## src/aec_defines.svh

```systemverilog
// constants shared by the aggregate event counter block
`ifndef AEC_DEFINES_SVH
`define AEC_DEFINES_SVH
`define AEC_CTR_W        20
`define AEC_CTR_RST      20'h00000
`define AEC_INC_W        4
`define AEC_RET_STEP_MAX 4'h8
`define AEC_BKLG_W       6
`define AEC_BKLG_SAT     6'h3F
`define AEC_RD_PEND0_MAX 6'h04
`define AEC_EVT_LEAD     3
`define AEC_MODE_AGGR    1'h0
`define AEC_MODE_SAMPLE  1'h1
`endif

```

## src/aec_pkg.sv

```systemverilog
// types of the aggregate event counter block
package aec_pkg;
  typedef enum logic [1:0] {
    aec_sel_ret_cyc  = 2'h0,
    aec_sel_cyc_none = 2'h1,
    aec_sel_ret_miss = 2'h2,
    aec_sel_cyc_rply = 2'h3
  } aec_sel_t;
endpackage : aec_pkg

```

## src/aec_counter.sv

```systemverilog
// one 20-bit event counter with its overflow latch and deferred write overflow
`timescale 1ns/1ps
`include "aec_defines.svh"
module aec_counter #(
  parameter int W = `AEC_CTR_W
) (
  input  wire logic                  mclk,
  input  wire logic                  resetn,
  input  wire logic                  wr,
  input  wire logic [W-1:0]          wdata,
  input  wire logic [`AEC_INC_W-1:0] inc,
  input  wire logic                  int_clr,
  input  wire logic                  priv_exit,
  output logic      [W-1:0]          count_r,
  output logic                       carry_r,
  output logic                       latch_r,
  output logic                       defer_r
);
  logic         wr_seen_r;
  logic [W:0]   sum;
  logic         at_top;

  assign sum    = {1'b0, count_r} + {{(W + 1 - `AEC_INC_W){1'b0}}, inc};
  assign at_top = &count_r;

  // wrap modulo 2**W and keep the excess; counting goes on past overflow
  always_ff @(posedge mclk) begin
    if (!resetn) begin
      count_r <= `AEC_CTR_RST;
      carry_r <= 1'b0;
    end else if (wr) begin
      count_r <= wdata;
      carry_r <= 1'b0;
    end else begin
      count_r <= sum[W-1:0];  // see RL13 see RL23
      carry_r <= sum[W];      // see RL23
    end
  end

  // only every second write since reset clears the latch; the writes in between leave it standing
  always_ff @(posedge mclk) begin
    if (!resetn) begin
      latch_r   <= 1'b0;
      wr_seen_r <= 1'b0;
    end else begin
      if (!wr && sum[W])
        latch_r <= 1'b1;
      else if (wr && wr_seen_r)
        latch_r <= 1'b0;  // see RL18
      if (wr)
        wr_seen_r <= !wr_seen_r;
    end
  end

  // writing over a counter parked at the top fires later, even when disabled
  always_ff @(posedge mclk) begin
    if (!resetn)
      defer_r <= 1'b0;
    else if (wr && at_top)
      defer_r <= 1'b1;  // see RL16
    else if (int_clr || priv_exit)
      defer_r <= 1'b0;  // see RL16
  end
endmodule : aec_counter

```

## src/aec_top.sv

```systemverilog
// aggregate event counters: two 20-bit counters with input select and overflow interrupts
// Function
// RL1 - software writes counter zero only within 0 to 2**20-16.
// RL2 - software writes counter one only within 0 to 2**20-4.
// RL3 - mode select bit zero puts both counters in aggregate mode.
// RL4 - mode select bit one selects per-instruction sampling instead; sampling is not built here, and both counters hold.
// RL5 - input select field picks what each counter counts in aggregate mode.
// RL6 - a counter counts only with its enable and system or process enable.
// RL7 - retired-instruction counting adds at most eight per cycle.
// RL8 - retirements above eight are carried into later cycles, none lost; here the backlog saturates at 63 and a write clears it.
// RL9 - squashed instructions never count as retirements.
// RL10 - cycle counting adds exactly one per enabled cycle.
// RL11 - board cache misses count, and lead other inputs by three cycles.
// RL12 - each memory unit replay trap adds one.
// RL13 - a counter keeps counting after it overflows.
// RL14 - overflow with its irq enable set raises the matching pending bit.
// RL15 - interrupt delivery is held off in privileged code mode.
// RL16 - write at threshold raises overflow on privileged exit; clear cancels.
// RL17 - reset software loads both counters with zero first.
// RL18 - overflow latch clears only on a repeated write; write counters twice.
// RL19 - disabled counter one short of overflow blocks other interrupts.
// RL20 - counters may be read at any time and show the count.
// RL21 - reads while disabled may include a small pending increment.
// RL22 - handler reads the control register to find which counter overflowed.
// RL23 - overflow is carry out of bit 19; counter wraps keeping excess.
`timescale 1ns/1ps
`include "aec_defines.svh"
module aec_top #(
  parameter int W     = `AEC_CTR_W,
  parameter int LEAD  = `AEC_EVT_LEAD
) (
  input  wire logic         mclk,
  input  wire logic         resetn,
  input  wire logic         ctl_wr,
  input  wire logic         ctl_mode_wdata,
  input  wire logic [1:0]   ctl_sel_wdata,
  input  wire logic [W-1:0] ctr0_wdata,
  input  wire logic [W-1:0] ctr1_wdata,
  input  wire logic         counter_zero_enable,
  input  wire logic         counter_one_enable,
  input  wire logic         system_count_enable,
  input  wire logic         process_count_enable,
  input  wire logic [1:0]   counter_irq_enable,
  input  wire logic         privileged_code_mode,
  input  wire logic         interrupt_clear_wr,
  input  wire logic [3:0]   retire_count,
  input  wire logic [3:0]   squash_count,
  input  wire logic         cache_miss,
  input  wire logic         replay_trap,
  input  wire logic         rd_req,
  output logic [W-1:0]      event_counter_zero,
  output logic [W-1:0]      event_counter_one,
  output logic              rd_valid_r,
  output logic [W-1:0]      rd_ctr0_r,
  output logic [W-1:0]      rd_ctr1_r,
  output logic [1:0]        ovf_latch_r,
  output logic [1:0]        counter_irq_pending,
  output logic              counter_irq_r,
  output logic              other_irq_block_r
);
  logic               mode_r;
  aec_pkg::aec_sel_t  sel_r;
  logic               priv_d_r;
  logic [3:0]         ret_pipe_r [LEAD];
  logic [LEAD-1:0]    rply_pipe_r;
  logic [`AEC_BKLG_W-1:0] bklg_r;
  logic [1:0]         pend_r;
  logic [1:0]         carry;
  logic [1:0]         latch;
  logic [1:0]         defer;
  logic [W-1:0]       cnt0;
  logic [W-1:0]       cnt1;

  // control fields of the control register
  always_ff @(posedge mclk) begin
    if (!resetn) begin
      mode_r   <= `AEC_MODE_AGGR;
      sel_r    <= aec_pkg::aec_sel_ret_cyc;
      priv_d_r <= 1'b0;
    end else begin
      if (ctl_wr) begin
        mode_r <= ctl_mode_wdata;
        sel_r  <= aec_pkg::aec_sel_t'(ctl_sel_wdata);
      end
      priv_d_r <= privileged_code_mode;
    end
  end

  // sampling mode is not built here, so it just parks both counters
  wire aggr    = (mode_r == `AEC_MODE_AGGR);  // see RL3 see RL4
  wire any_en  = system_count_enable | process_count_enable;
  wire run0    = aggr & counter_zero_enable & any_en;  // see RL6
  wire run1    = aggr & counter_one_enable & any_en;   // see RL6
  wire priv_ex = priv_d_r & !privileged_code_mode;

  // squashed instructions are removed before anything is counted
  wire [3:0] net_ret = (retire_count > squash_count) ?
                       retire_count - squash_count : 4'h0;  // see RL9

  // retire and replay are delayed so the miss input leads them
  always_ff @(posedge mclk) begin
    if (!resetn) begin
      for (int i = 0; i < LEAD; i++)
        ret_pipe_r[i] <= 4'h0;
      rply_pipe_r <= '0;
    end else begin
      ret_pipe_r[0] <= net_ret;  // see RL11
      for (int i = 1; i < LEAD; i++)
        ret_pipe_r[i] <= ret_pipe_r[i-1];
      rply_pipe_r <= {rply_pipe_r[LEAD-2:0], replay_trap};  // see RL11
    end
  end
  wire [3:0] ret_in  = ret_pipe_r[LEAD-1];
  wire       rply_in = rply_pipe_r[LEAD-1];

  // per-cycle increment capped at eight; the rest waits in a backlog
  wire sel0_ret = (sel_r == aec_pkg::aec_sel_ret_cyc) |
                  (sel_r == aec_pkg::aec_sel_ret_miss);  // see RL5
  wire [`AEC_BKLG_W:0] ret_tot = {1'b0, bklg_r} + {3'h0, ret_in};
  wire [3:0] ret_step = (ret_tot > {3'h0, `AEC_RET_STEP_MAX}) ?
                        `AEC_RET_STEP_MAX : ret_tot[3:0];  // see RL7
  wire [`AEC_BKLG_W:0] bklg_left = ret_tot - {3'h0, ret_step};
  wire count_ret = run0 & sel0_ret;

  always_ff @(posedge mclk) begin
    if (!resetn)
      bklg_r <= '0;
    else if (ctl_wr)
      bklg_r <= '0;
    else if (count_ret)
      bklg_r <= bklg_left[`AEC_BKLG_W] ? `AEC_BKLG_SAT :
                bklg_left[`AEC_BKLG_W-1:0];  // see RL8
  end

  // raw increments show what each counter would take this cycle
  wire [3:0] raw0 = sel0_ret ? ret_step : 4'h1;  // see RL10
  logic [3:0] raw1;
  always_comb begin
    case (sel_r)
      aec_pkg::aec_sel_ret_cyc:  raw1 = 4'h1;               // see RL10
      aec_pkg::aec_sel_ret_miss: raw1 = {3'h0, cache_miss}; // see RL11
      aec_pkg::aec_sel_cyc_rply: raw1 = {3'h0, rply_in};    // see RL12
      default:                   raw1 = 4'h0;
    endcase
  end
  wire [3:0] inc0 = run0 ? raw0 : 4'h0;
  wire [3:0] inc1 = run1 ? raw1 : 4'h0;

  aec_counter #(.W(W)) u_ctr0 (
    .mclk      (mclk),
    .resetn    (resetn),
    .wr        (ctl_wr),
    .wdata     (ctr0_wdata),
    .inc       (inc0),
    .int_clr   (interrupt_clear_wr),
    .priv_exit (priv_ex),
    .count_r   (cnt0),
    .carry_r   (carry[0]),
    .latch_r   (latch[0]),
    .defer_r   (defer[0])
  );
  aec_counter #(.W(W)) u_ctr1 (
    .mclk      (mclk),
    .resetn    (resetn),
    .wr        (ctl_wr),
    .wdata     (ctr1_wdata),
    .inc       (inc1),
    .int_clr   (interrupt_clear_wr),
    .priv_exit (priv_ex),
    .count_r   (cnt1),
    .carry_r   (carry[1]),
    .latch_r   (latch[1]),
    .defer_r   (defer[1])
  );
  assign event_counter_zero = cnt0;  // see RL20
  assign event_counter_one  = cnt1;  // see RL20
  assign ovf_latch_r        = latch; // see RL22

  // a read while stopped mirrors the quirk of a half-applied increment
  wire [`AEC_BKLG_W-1:0] pend0_cap = (bklg_r > `AEC_RD_PEND0_MAX) ?
                                     `AEC_RD_PEND0_MAX : bklg_r;
  wire [W-1:0] rd_add0 = run0 ? '0 :
                         (sel0_ret ? W'(pend0_cap) : W'(raw0));  // see RL21
  wire [W-1:0] rd_add1 = run1 ? '0 : W'(raw1);                  // see RL21

  always_ff @(posedge mclk) begin
    if (!resetn) begin
      rd_valid_r <= 1'b0;
      rd_ctr0_r  <= `AEC_CTR_RST;
      rd_ctr1_r  <= `AEC_CTR_RST;
    end else begin
      rd_valid_r <= rd_req;
      if (rd_req) begin
        rd_ctr0_r <= cnt0 + rd_add0;  // see RL20
        rd_ctr1_r <= cnt1 + rd_add1;
      end
    end
  end

  // a set in the same cycle as a clear wins, so no overflow is lost
  wire [1:0] fire = carry | (defer & {2{priv_ex}});          // see RL16
  wire [1:0] pend_set = fire & counter_irq_enable;           // see RL14
  always_ff @(posedge mclk) begin
    if (!resetn)
      pend_r <= 2'h0;
    else
      pend_r <= pend_set | (pend_r & {2{!interrupt_clear_wr}});  // see RL14
  end
  assign counter_irq_pending = pend_r;

  always_ff @(posedge mclk) begin
    if (!resetn)
      counter_irq_r <= 1'b0;
    else
      counter_irq_r <= (|pend_r) & !privileged_code_mode;  // see RL15
  end

  // a stopped counter sitting one step from overflow stalls other interrupts
  wire park0 = !run0 & (&cnt0);
  wire park1 = !run1 & (&cnt1);
  always_ff @(posedge mclk) begin
    if (!resetn)
      other_irq_block_r <= 1'b0;
    else
      other_irq_block_r <= park0 | park1;  // see RL19
  end
endmodule : aec_top

```

## config.mk

```make
export PLATFORM = sky130hd
export DESIGN_NAME = aec_top
export DESIGN_NICKNAME = d
export VERILOG_FILES = /design/src/aec_pkg.sv /design/src/aec_counter.sv /design/src/aec_top.sv
export VERILOG_INCLUDE_DIRS = /design/src
export SDC_FILE = /design/constraint.sdc
export NUM_CORES = 1
export LEC_CHECK = 0
export BUFFER_PORTS_ARGS = -buffer_cell sky130_fd_sc_hd__buf_2
export CORE_UTILIZATION = 34
export CTS_CLUSTER_SIZE = 8
export DETAILED_ROUTE_END_ITERATION = 7
export PLACE_DENSITY_LB_ADDON = 0.12
export SETUP_SLACK_MARGIN = 0.1
export SYNTH_ARGS = -nofsm -noshare
export SYNTH_HDL_FRONTEND = slang
export SYNTH_SLANG_ARGS = --single-unit
```

## constraint.sdc

```tcl
create_clock -name mclk -period 9.65 [get_ports mclk]
set_input_delay 2.895 -clock mclk [delete_from_list [all_inputs] [get_ports mclk]]
set_output_delay 2.895 -clock mclk [all_outputs]
set_load 0.005 [all_outputs]
```

# Word level (Yosys, flattened, before mapping)
# Memory sizes are Yosys's and may differ from the RTL's.
# Index checks and enable logic that the tools add are counted.
# word_totals
word_cells	104
reg_bits	106
output_inout_bits	87
ram_bits	12
input_bits	65
n_memories	1
# op_classes
order_cmp	3
addsub	7
n_reduce_logical	23
eq_ne	2
bitwise_logic	22
muxes	25
# memory_table
memory	depth	width	rd	rd_ports_with_merged_regs	write_ports	line	rtl
ret_pipe_r	3	4	3	0	3	aec_top.sv:64	logic [3:0] ret_pipe_r [LEAD];
# op_table
op	count
$add A20 B4 Y21	2
$mux W20	2
$reduce_and A20 Y1	2
$mux W4	9
$mux W6	4
$add A20 B4 Y20	1
$add A20 B6 Y20	1
$and A1 B1 Y1	9
$mux W1	9
$reduce_bool A2 Y1	4
$add A6 B4 Y7	1
$gt A7 B4 Y1 const B	1
$logic_not A1 Y1	7
$sub A7 B4 Y7	1
$and A2 B2 Y2	3
$gt A6 B3 Y1 const B	1
$logic_and A1 B1 Y1	6
$or A1 B1 Y1	6
$eq A2 B2 Y1 const B	2
$gt A4 B4 Y1	1
$or A2 B2 Y2	2
$reduce_or A2 Y1	2
$sub A4 B4 Y4	1
$pmux W1 S3	1
3 further kinds	4

# Logic depth before layout (Yosys ltp)
# An unclocked memory read counts as a cell.
# depth
ltp_word	9
ltp_mapped	16
mapped_depth_nobuf	16

# Cells and area by module
# A second synthesis with hierarchy kept.
# unflattened
hier_cells	770
area_unflattened_um2	6563.8
# modules_own_cells
mod	n_inst	area_each_um2	cells_per_inst	seq_area_each_um2
aec_top	1	3838.7	452	1401.3
aec_counter	2	1362.6	159	480.5

# Worst setup path before layout
# No wires, ideal clock.
# synth_path
kind	input to register
start	in process_count_enable
end	reg rd_ctr0_r[14]
stages	12
setup_ns	0.132
t_required_ns	9.518
arrival_time_ns	5.050
slack_ns	4.468
path_buffers	0
cell_sequence	o21ba_2 and2_1 nor2_1 ha_1 inv_1 fa_1 nor2b_1 o21a_1 o21ai_1 a2111oi_0 xnor2_1 a21oi_1
# synth_between
elab_chain_cells	4
# synth_lines
element	line	rtl
from (decl)	aec_top.sv:42	input wire logic process_count_enable,
$or A1 B1 Y1	aec_top.sv:91	wire any_en = system_count_enable | process_count_enable;
$and A1 B1 Y1	aec_top.sv:92	wire run0 = aggr & counter_zero_enable & any_en;
$mux W6	aec_top.sv:182	wire [W-1:0] rd_add0 = run0 ? '0 :
$add A20 B6 Y20	aec_top.sv:194	rd_ctr0_r <= cnt0 + rd_add0;
to (signal assigned)	aec_top.sv:189	rd_ctr0_r <= `AEC_CTR_RST;
to (signal assigned)	aec_top.sv:194	
to (decl)	aec_top.sv:54	output logic [W-1:0] rd_ctr0_r,
# No other way between the ends.
# A chain may end at the register's enable or synchronous reset.

# Worst setup path in the final report
# layout_path
start	in process_count_enable
end	reg u_ctr0.count_r[7]
# layout_between
elab_chain_cells	5
# layout_lines
element	line	rtl
$or A1 B1 Y1	aec_top.sv:91	
$and A1 B1 Y1	aec_top.sv:92	
$mux W4	aec_top.sv:146	wire [3:0] inc0 = run0 ? raw0 : 4'h0;
$add A20 B4 Y21	aec_counter.sv:23	assign sum = {1'b0, count_r} + {{(W + 1 - `AEC_INC_W){1'b0}}, inc};
$mux W20	aec_counter.sv:31	end else if (wr) begin
to (signal assigned)	aec_counter.sv:29	count_r <= `AEC_CTR_RST;
to (signal assigned)	aec_counter.sv:32	count_r <= wdata;
to (signal assigned)	aec_counter.sv:35	count_r <= sum[W-1:0];
to (decl)	aec_counter.sv:14	output logic [W-1:0] count_r,
# No other way between the ends.

==> metrics.txt <==
# TYPE chip_impl_metric gauge
chip_impl_info{name="outcome",value="finished clean"} 1
chip_impl_metric{name="cts_num_sinks",unit=""} 118
chip_impl_info{name="synth_top_cell_by_area",value="sky130_fd_sc_hd__dfxtp_1"} 1
chip_impl_metric{name="skew",unit="ns"} 0.00728
chip_impl_metric{name="hold_viol",unit=""} 0
chip_impl_metric{name="finish.net_count",unit=""} 946
chip_impl_metric{name="final-max-slew-violation-count",unit=""} 0
chip_impl_info{name="min_delay_worst_endpoint",value="ret_pipe_r[0][10]$_SDFF_PN0_"} 1
chip_impl_metric{name="post_cts_hold_buffer_count",unit=""} 0
chip_impl_info{name="worst_r2r_startpoint",value="bklg_r[0]$_SDFFE_PP0P_"} 1
chip_impl_metric{name="route.detailed.vias_per_inst",unit=""} 5.18
chip_impl_metric{name="synth-seq-area-share",unit="%"} 38.0
chip_impl_metric{name="hold-worst-slack",unit="ns"} 0.428
chip_impl_metric{name="yosys.cell_types.count",unit=""} 63
chip_impl_metric{name="core_footprint",unit="um^2"} 18000
chip_impl_metric{name="total_switching_power",unit="uW"} 342
chip_impl_metric{name="ir_worst_vdd",unit="uV"} 125
chip_impl_metric{name="tritoncts.num_buffers",unit=""} 17
chip_impl_metric{name="post-cts-setup-buffer-count",unit=""} 0
chip_impl_metric{name="min_delay_path_depth",unit=""} 1
chip_impl_metric{name="timing.final.ws_setup",unit="ns"} 4.24
chip_impl_metric{name="clock_period_minus_worst_slack",unit="ns"} 5.41
chip_impl_metric{name="synth_top_area_share",unit="%"} 38.0
chip_impl_metric{name="die_height",unit="um"} 137
chip_impl_metric{name="finalSetupViolations",unit=""} 0
chip_impl_metric{name="dieWidth",unit="um"} 137
chip_impl_metric{name="max_clock_freq",unit="MHz"} 185
chip_impl_metric{name="floorplan.die_area",unit="um^2"} 18800
chip_impl_metric{name="r2r_slack",unit="ns"} 5.12
chip_impl_metric{name="grtUsageTotal",unit="%"} 19.8
chip_impl_metric{name="p_clk_share",unit="%"} 48.9
chip_impl_info{name="hold_path_startpoint",value="ret_pipe_r[0][6]$_SDFF_PN0_"} 1
chip_impl_info{name="path_class",value="in2reg"} 1
chip_impl_metric{name="num_antenna_cells",unit=""} 0
chip_impl_info{name="cts_root_buf",value="sky130_fd_sc_hd__clkbuf_16"} 1
chip_impl_metric{name="placed_cell_area",unit="um^2"} 7120
chip_impl_metric{name="area_delta_synth_final",unit="%"} 24.7
chip_impl_metric{name="ys_seq_elements",unit=""} 118
chip_impl_metric{name="synthesis.area",unit="um^2"} 6210
chip_impl_info{name="cts_tree",value="built"} 1
chip_impl_metric{name="tightest_slew",unit="ns"} 0.843
chip_impl_metric{name="max-cap-violations",unit=""} 0
chip_impl_metric{name="drt_first_iter_violations",unit=""} 349
chip_impl_info{name="min_path_type",value="reg2reg"} 1
chip_impl_metric{name="clock_latency",unit="ns"} 0.42
chip_impl_metric{name="rows",unit=""} 49
chip_impl_info{name="rr_endpoint",value="u_ctr0.latch_r$_SDFFE_PN0P_"} 1
chip_impl_metric{name="leakagePower",unit="nW"} 3.41
chip_impl_metric{name="route.detailed.drc",unit=""} 0
chip_impl_metric{name="num_io_pins",unit=""} 152
chip_impl_metric{name="pwr-share-seq",unit="%"} 39.7
chip_impl_info{name="most_instantiated_flip_flop_cell_in_the_synthesis_netlist",value="sky130_fd_sc_hd__dfxtp_1"} 1
chip_impl_metric{name="route.detailed.wl_per_inst",unit="um"} 16.6
chip_impl_metric{name="setup_total_negative_slack",unit="ns"} 0
chip_impl_metric{name="pre_cts_slack",unit="ns"} 3.85
chip_impl_metric{name="ys_warn_count",unit=""} 0
chip_impl_metric{name="period_utilization_post_route",unit="%"} 56.1
chip_impl_metric{name="power.share.combinational",unit="%"} 11.5
chip_impl_metric{name="power.density",unit="nW/um^2"} 178
chip_impl_info{name="worstSetupEndpointType",value="flop"} 1
chip_impl_metric{name="cts-root-to-sink-buffers",unit=""} 2
chip_impl_info{name="critPathLaunchType",value="primary input"} 1
chip_impl_metric{name="p_sw_share",unit="%"} 24.8
chip_impl_metric{name="post_route_cells_drive_above_1_share",unit="%"} 24.0
chip_impl_metric{name="critical_path_required",unit="ns"} 9.98
chip_impl_metric{name="routed_wl",unit="um"} 18100
chip_impl_metric{name="globalplace.congestion",unit=""} 0.835
chip_impl_metric{name="timing.max_slew.rel_slack",unit="%"} 43.8
chip_impl_metric{name="antenna_left",unit=""} 0
chip_impl_metric{name="via_count_of_the_first_global_routing_pass",unit=""} 5426
chip_impl_metric{name="critPathArrivalTime",unit="ns"} 5.74
chip_impl_metric{name="grt_first_pass_wirelength",unit="um"} 28200
chip_impl_info{name="synth.most_common_cell",value="sky130_fd_sc_hd__dfxtp_1"} 1
chip_impl_metric{name="per_instance_average_area_after_synthesis",unit="um^2"} 8.66
chip_impl_metric{name="internal_power",unit="mW"} 1.04
chip_impl_metric{name="postLayoutCellArea",unit="um^2"} 7750
chip_impl_metric{name="htree_num_levels",unit=""} 4
chip_impl_metric{name="drt-pass1-iter-count",unit=""} 4
chip_impl_metric{name="synthArstFlopShare",unit="%"} 0
chip_impl_metric{name="globalRoute.totalOverflow",unit=""} 0
chip_impl_metric{name="syn_inst",unit=""} 718
chip_impl_metric{name="postCtsResizedCells",unit=""} 0
chip_impl_info{name="synth_area_leaders",value="sky130_fd_sc_hd__dfxtp_1 (38%), sky130_fd_sc_hd__xnor2_1 (6.3%), sky130_fd_sc_hd__nor2_1 (5.8%), sky130_fd_sc_hd__ha_1 (4.8%), sky130_fd_sc_hd__a21oi_1 (4.1%)"} 1
chip_impl_metric{name="dp.final_hpwl",unit="um"} 13100
chip_impl_metric{name="timing.reg2reg.worst_path_depth",unit=""} 15
chip_impl_metric{name="timing.critical_path.fanout_max",unit=""} 10
chip_impl_metric{name="num_vias",unit=""} 5667
chip_impl_metric{name="grt_start_max_net_pins",unit=""} 79
chip_impl_metric{name="design_power_total",unit="mW"} 1.38
chip_impl_metric{name="placement.io_buffers",unit=""} 151
chip_impl_metric{name="antenna_found_initial",unit=""} 0
chip_impl_info{name="post_synth_most_frequent_cells",value="sky130_fd_sc_hd__dfxtp_1 (118), sky130_fd_sc_hd__nor2_1 (96), sky130_fd_sc_hd__a21oi_1 (51)"} 1
chip_impl_metric{name="number_of_enable_type_register_cells_in_the_synthesized_netlist",unit=""} 0
chip_impl_metric{name="start_util",unit="%"} 34.6
chip_impl_metric{name="cts.clk_slew.worst_paths",unit="ns"} 0.05
chip_impl_info{name="rsz0062_at_grt",value="no"} 1
-- sequential cells by signal, indices dropped and copies added, names as in the netlist, 2 cells and up --
| name | flops |
|---|---|
| counter_irq_pending | 2 |
| bklg_r | 6 |
| sel_r | 2 |
| rd_ctr0_r | 20 |
| rd_ctr1_r | 20 |
| rply_pipe_r | 3 |
| u_ctr1.count_r | 20 |
| ret_pipe_r | 12 |
| u_ctr0.count_r | 20 |
-- power groups by stage --
stage                     Clock, mW  Combinational, mW  Sequential, mW
final                         0.675              0.158           0.549
after global placement            0              0.157           0.558
after floorplan                   0              0.102           0.548
after global routing          0.715              0.178           0.553
after CTS                     0.692              0.161           0.549
after detailed placement          0              0.160           0.559
-- through the flow --
stage               instances  util, %
detailed placement       1063     39.7
global route             1095     43.1
finish                   1095     43.1
global placement         1063     39.7
floorplan                 721        -
CTS                      1095     43.1
-- cell type report --
cell class,instances,area (um^2)
inverter,24,90.1
sequential,118,2360
fill,1830,10200
timing repair buffer,154,778
clock inverter,9,148
tap,229,287
clock buffer,23,478
multi-input combinational,538,3610
-- layer usage --
| layer | vias to the layer above | routed length, um | part of all wire, % | GRT usage [%] |
|---|---|---|---|---|
| met1 | 2701 | 8550 | 47 | 26.3 |
| met2 | 136 | 8410 | 46 | 31.5 |
| met3 | 27 | 841 | 4.6 | 3.97 |
| met4 | 0 | 321 | 1.8 | 7.69 |
| met5 | - | 0 | 0 | 0 |
| li1 | 2803 | - | - | - |
-- layout by cell type (no fill, tap or decap), types with 10 or more instances in the layout --
master and n:
sky130_fd_sc_hd__nand2_1 29, sky130_fd_sc_hd__mux2i_1 22, sky130_fd_sc_hd__o21ai_0 36, sky130_fd_sc_hd__xnor2_1 45
sky130_fd_sc_hd__ha_1 24, sky130_fd_sc_hd__and2_1 16, sky130_fd_sc_hd__nor3_1 15, sky130_fd_sc_hd__nand3_1 23
sky130_fd_sc_hd__a211oi_1 18, sky130_fd_sc_hd__clkbuf_16 17, sky130_fd_sc_hd__inv_1 22, sky130_fd_sc_hd__dfxtp_1 118
sky130_fd_sc_hd__a21oi_1 51, sky130_fd_sc_hd__xor2_1 22, sky130_fd_sc_hd__buf_2 151, sky130_fd_sc_hd__nor2_1 96
sky130_fd_sc_hd__a21o_1 10
-- worst max path at each step --
stage,startpoint,end,depth (start not counted)
after floorplan,process_count_enable,rd_ctr0_r[14]$_SDFFE_PN0P_,12
after global placement,process_count_enable,u_ctr0.count_r[7]$_SDFF_PN0_,12
after detailed placement,process_count_enable,u_ctr0.count_r[7]$_SDFF_PN0_,12
after CTS,process_count_enable,u_ctr0.count_r[7]$_SDFF_PN0_,12
after global routing,process_count_enable,u_ctr0.count_r[7]$_SDFF_PN0_,12
final,process_count_enable,u_ctr0.count_r[7]$_SDFF_PN0_,12
-- cells by family after synthesis --
group	count (synthesis)	synth area share, %
multiplexers	23	3.72
flip-flops	118	38.0
buffers and inverters	65	4.13
other	2	0.121
XOR/XNOR	67	9.44
AND/OR/NAND/NOR	249	20.7
adder cells (fa/ha/maj)	28	6.12
AO/OA/AOI/OAI	166	17.8
-- worst max-delay path, stage by stage --
cell                       delay (ns)
sky130_fd_sc_hd__buf_2           0.07
sky130_fd_sc_hd__o21ba_2         0.16
sky130_fd_sc_hd__nand2_1         0.09
sky130_fd_sc_hd__nor2_1          0.49
sky130_fd_sc_hd__and3_1          0.30
sky130_fd_sc_hd__ha_1            0.24
sky130_fd_sc_hd__a21o_1          0.15
sky130_fd_sc_hd__a21o_1          0.19
sky130_fd_sc_hd__a21oi_1         0.62
sky130_fd_sc_hd__nor3_1          0.13
sky130_fd_sc_hd__xnor2_1         0.16
sky130_fd_sc_hd__a211oi_1        0.22
(Power assumes the default switching activity.)
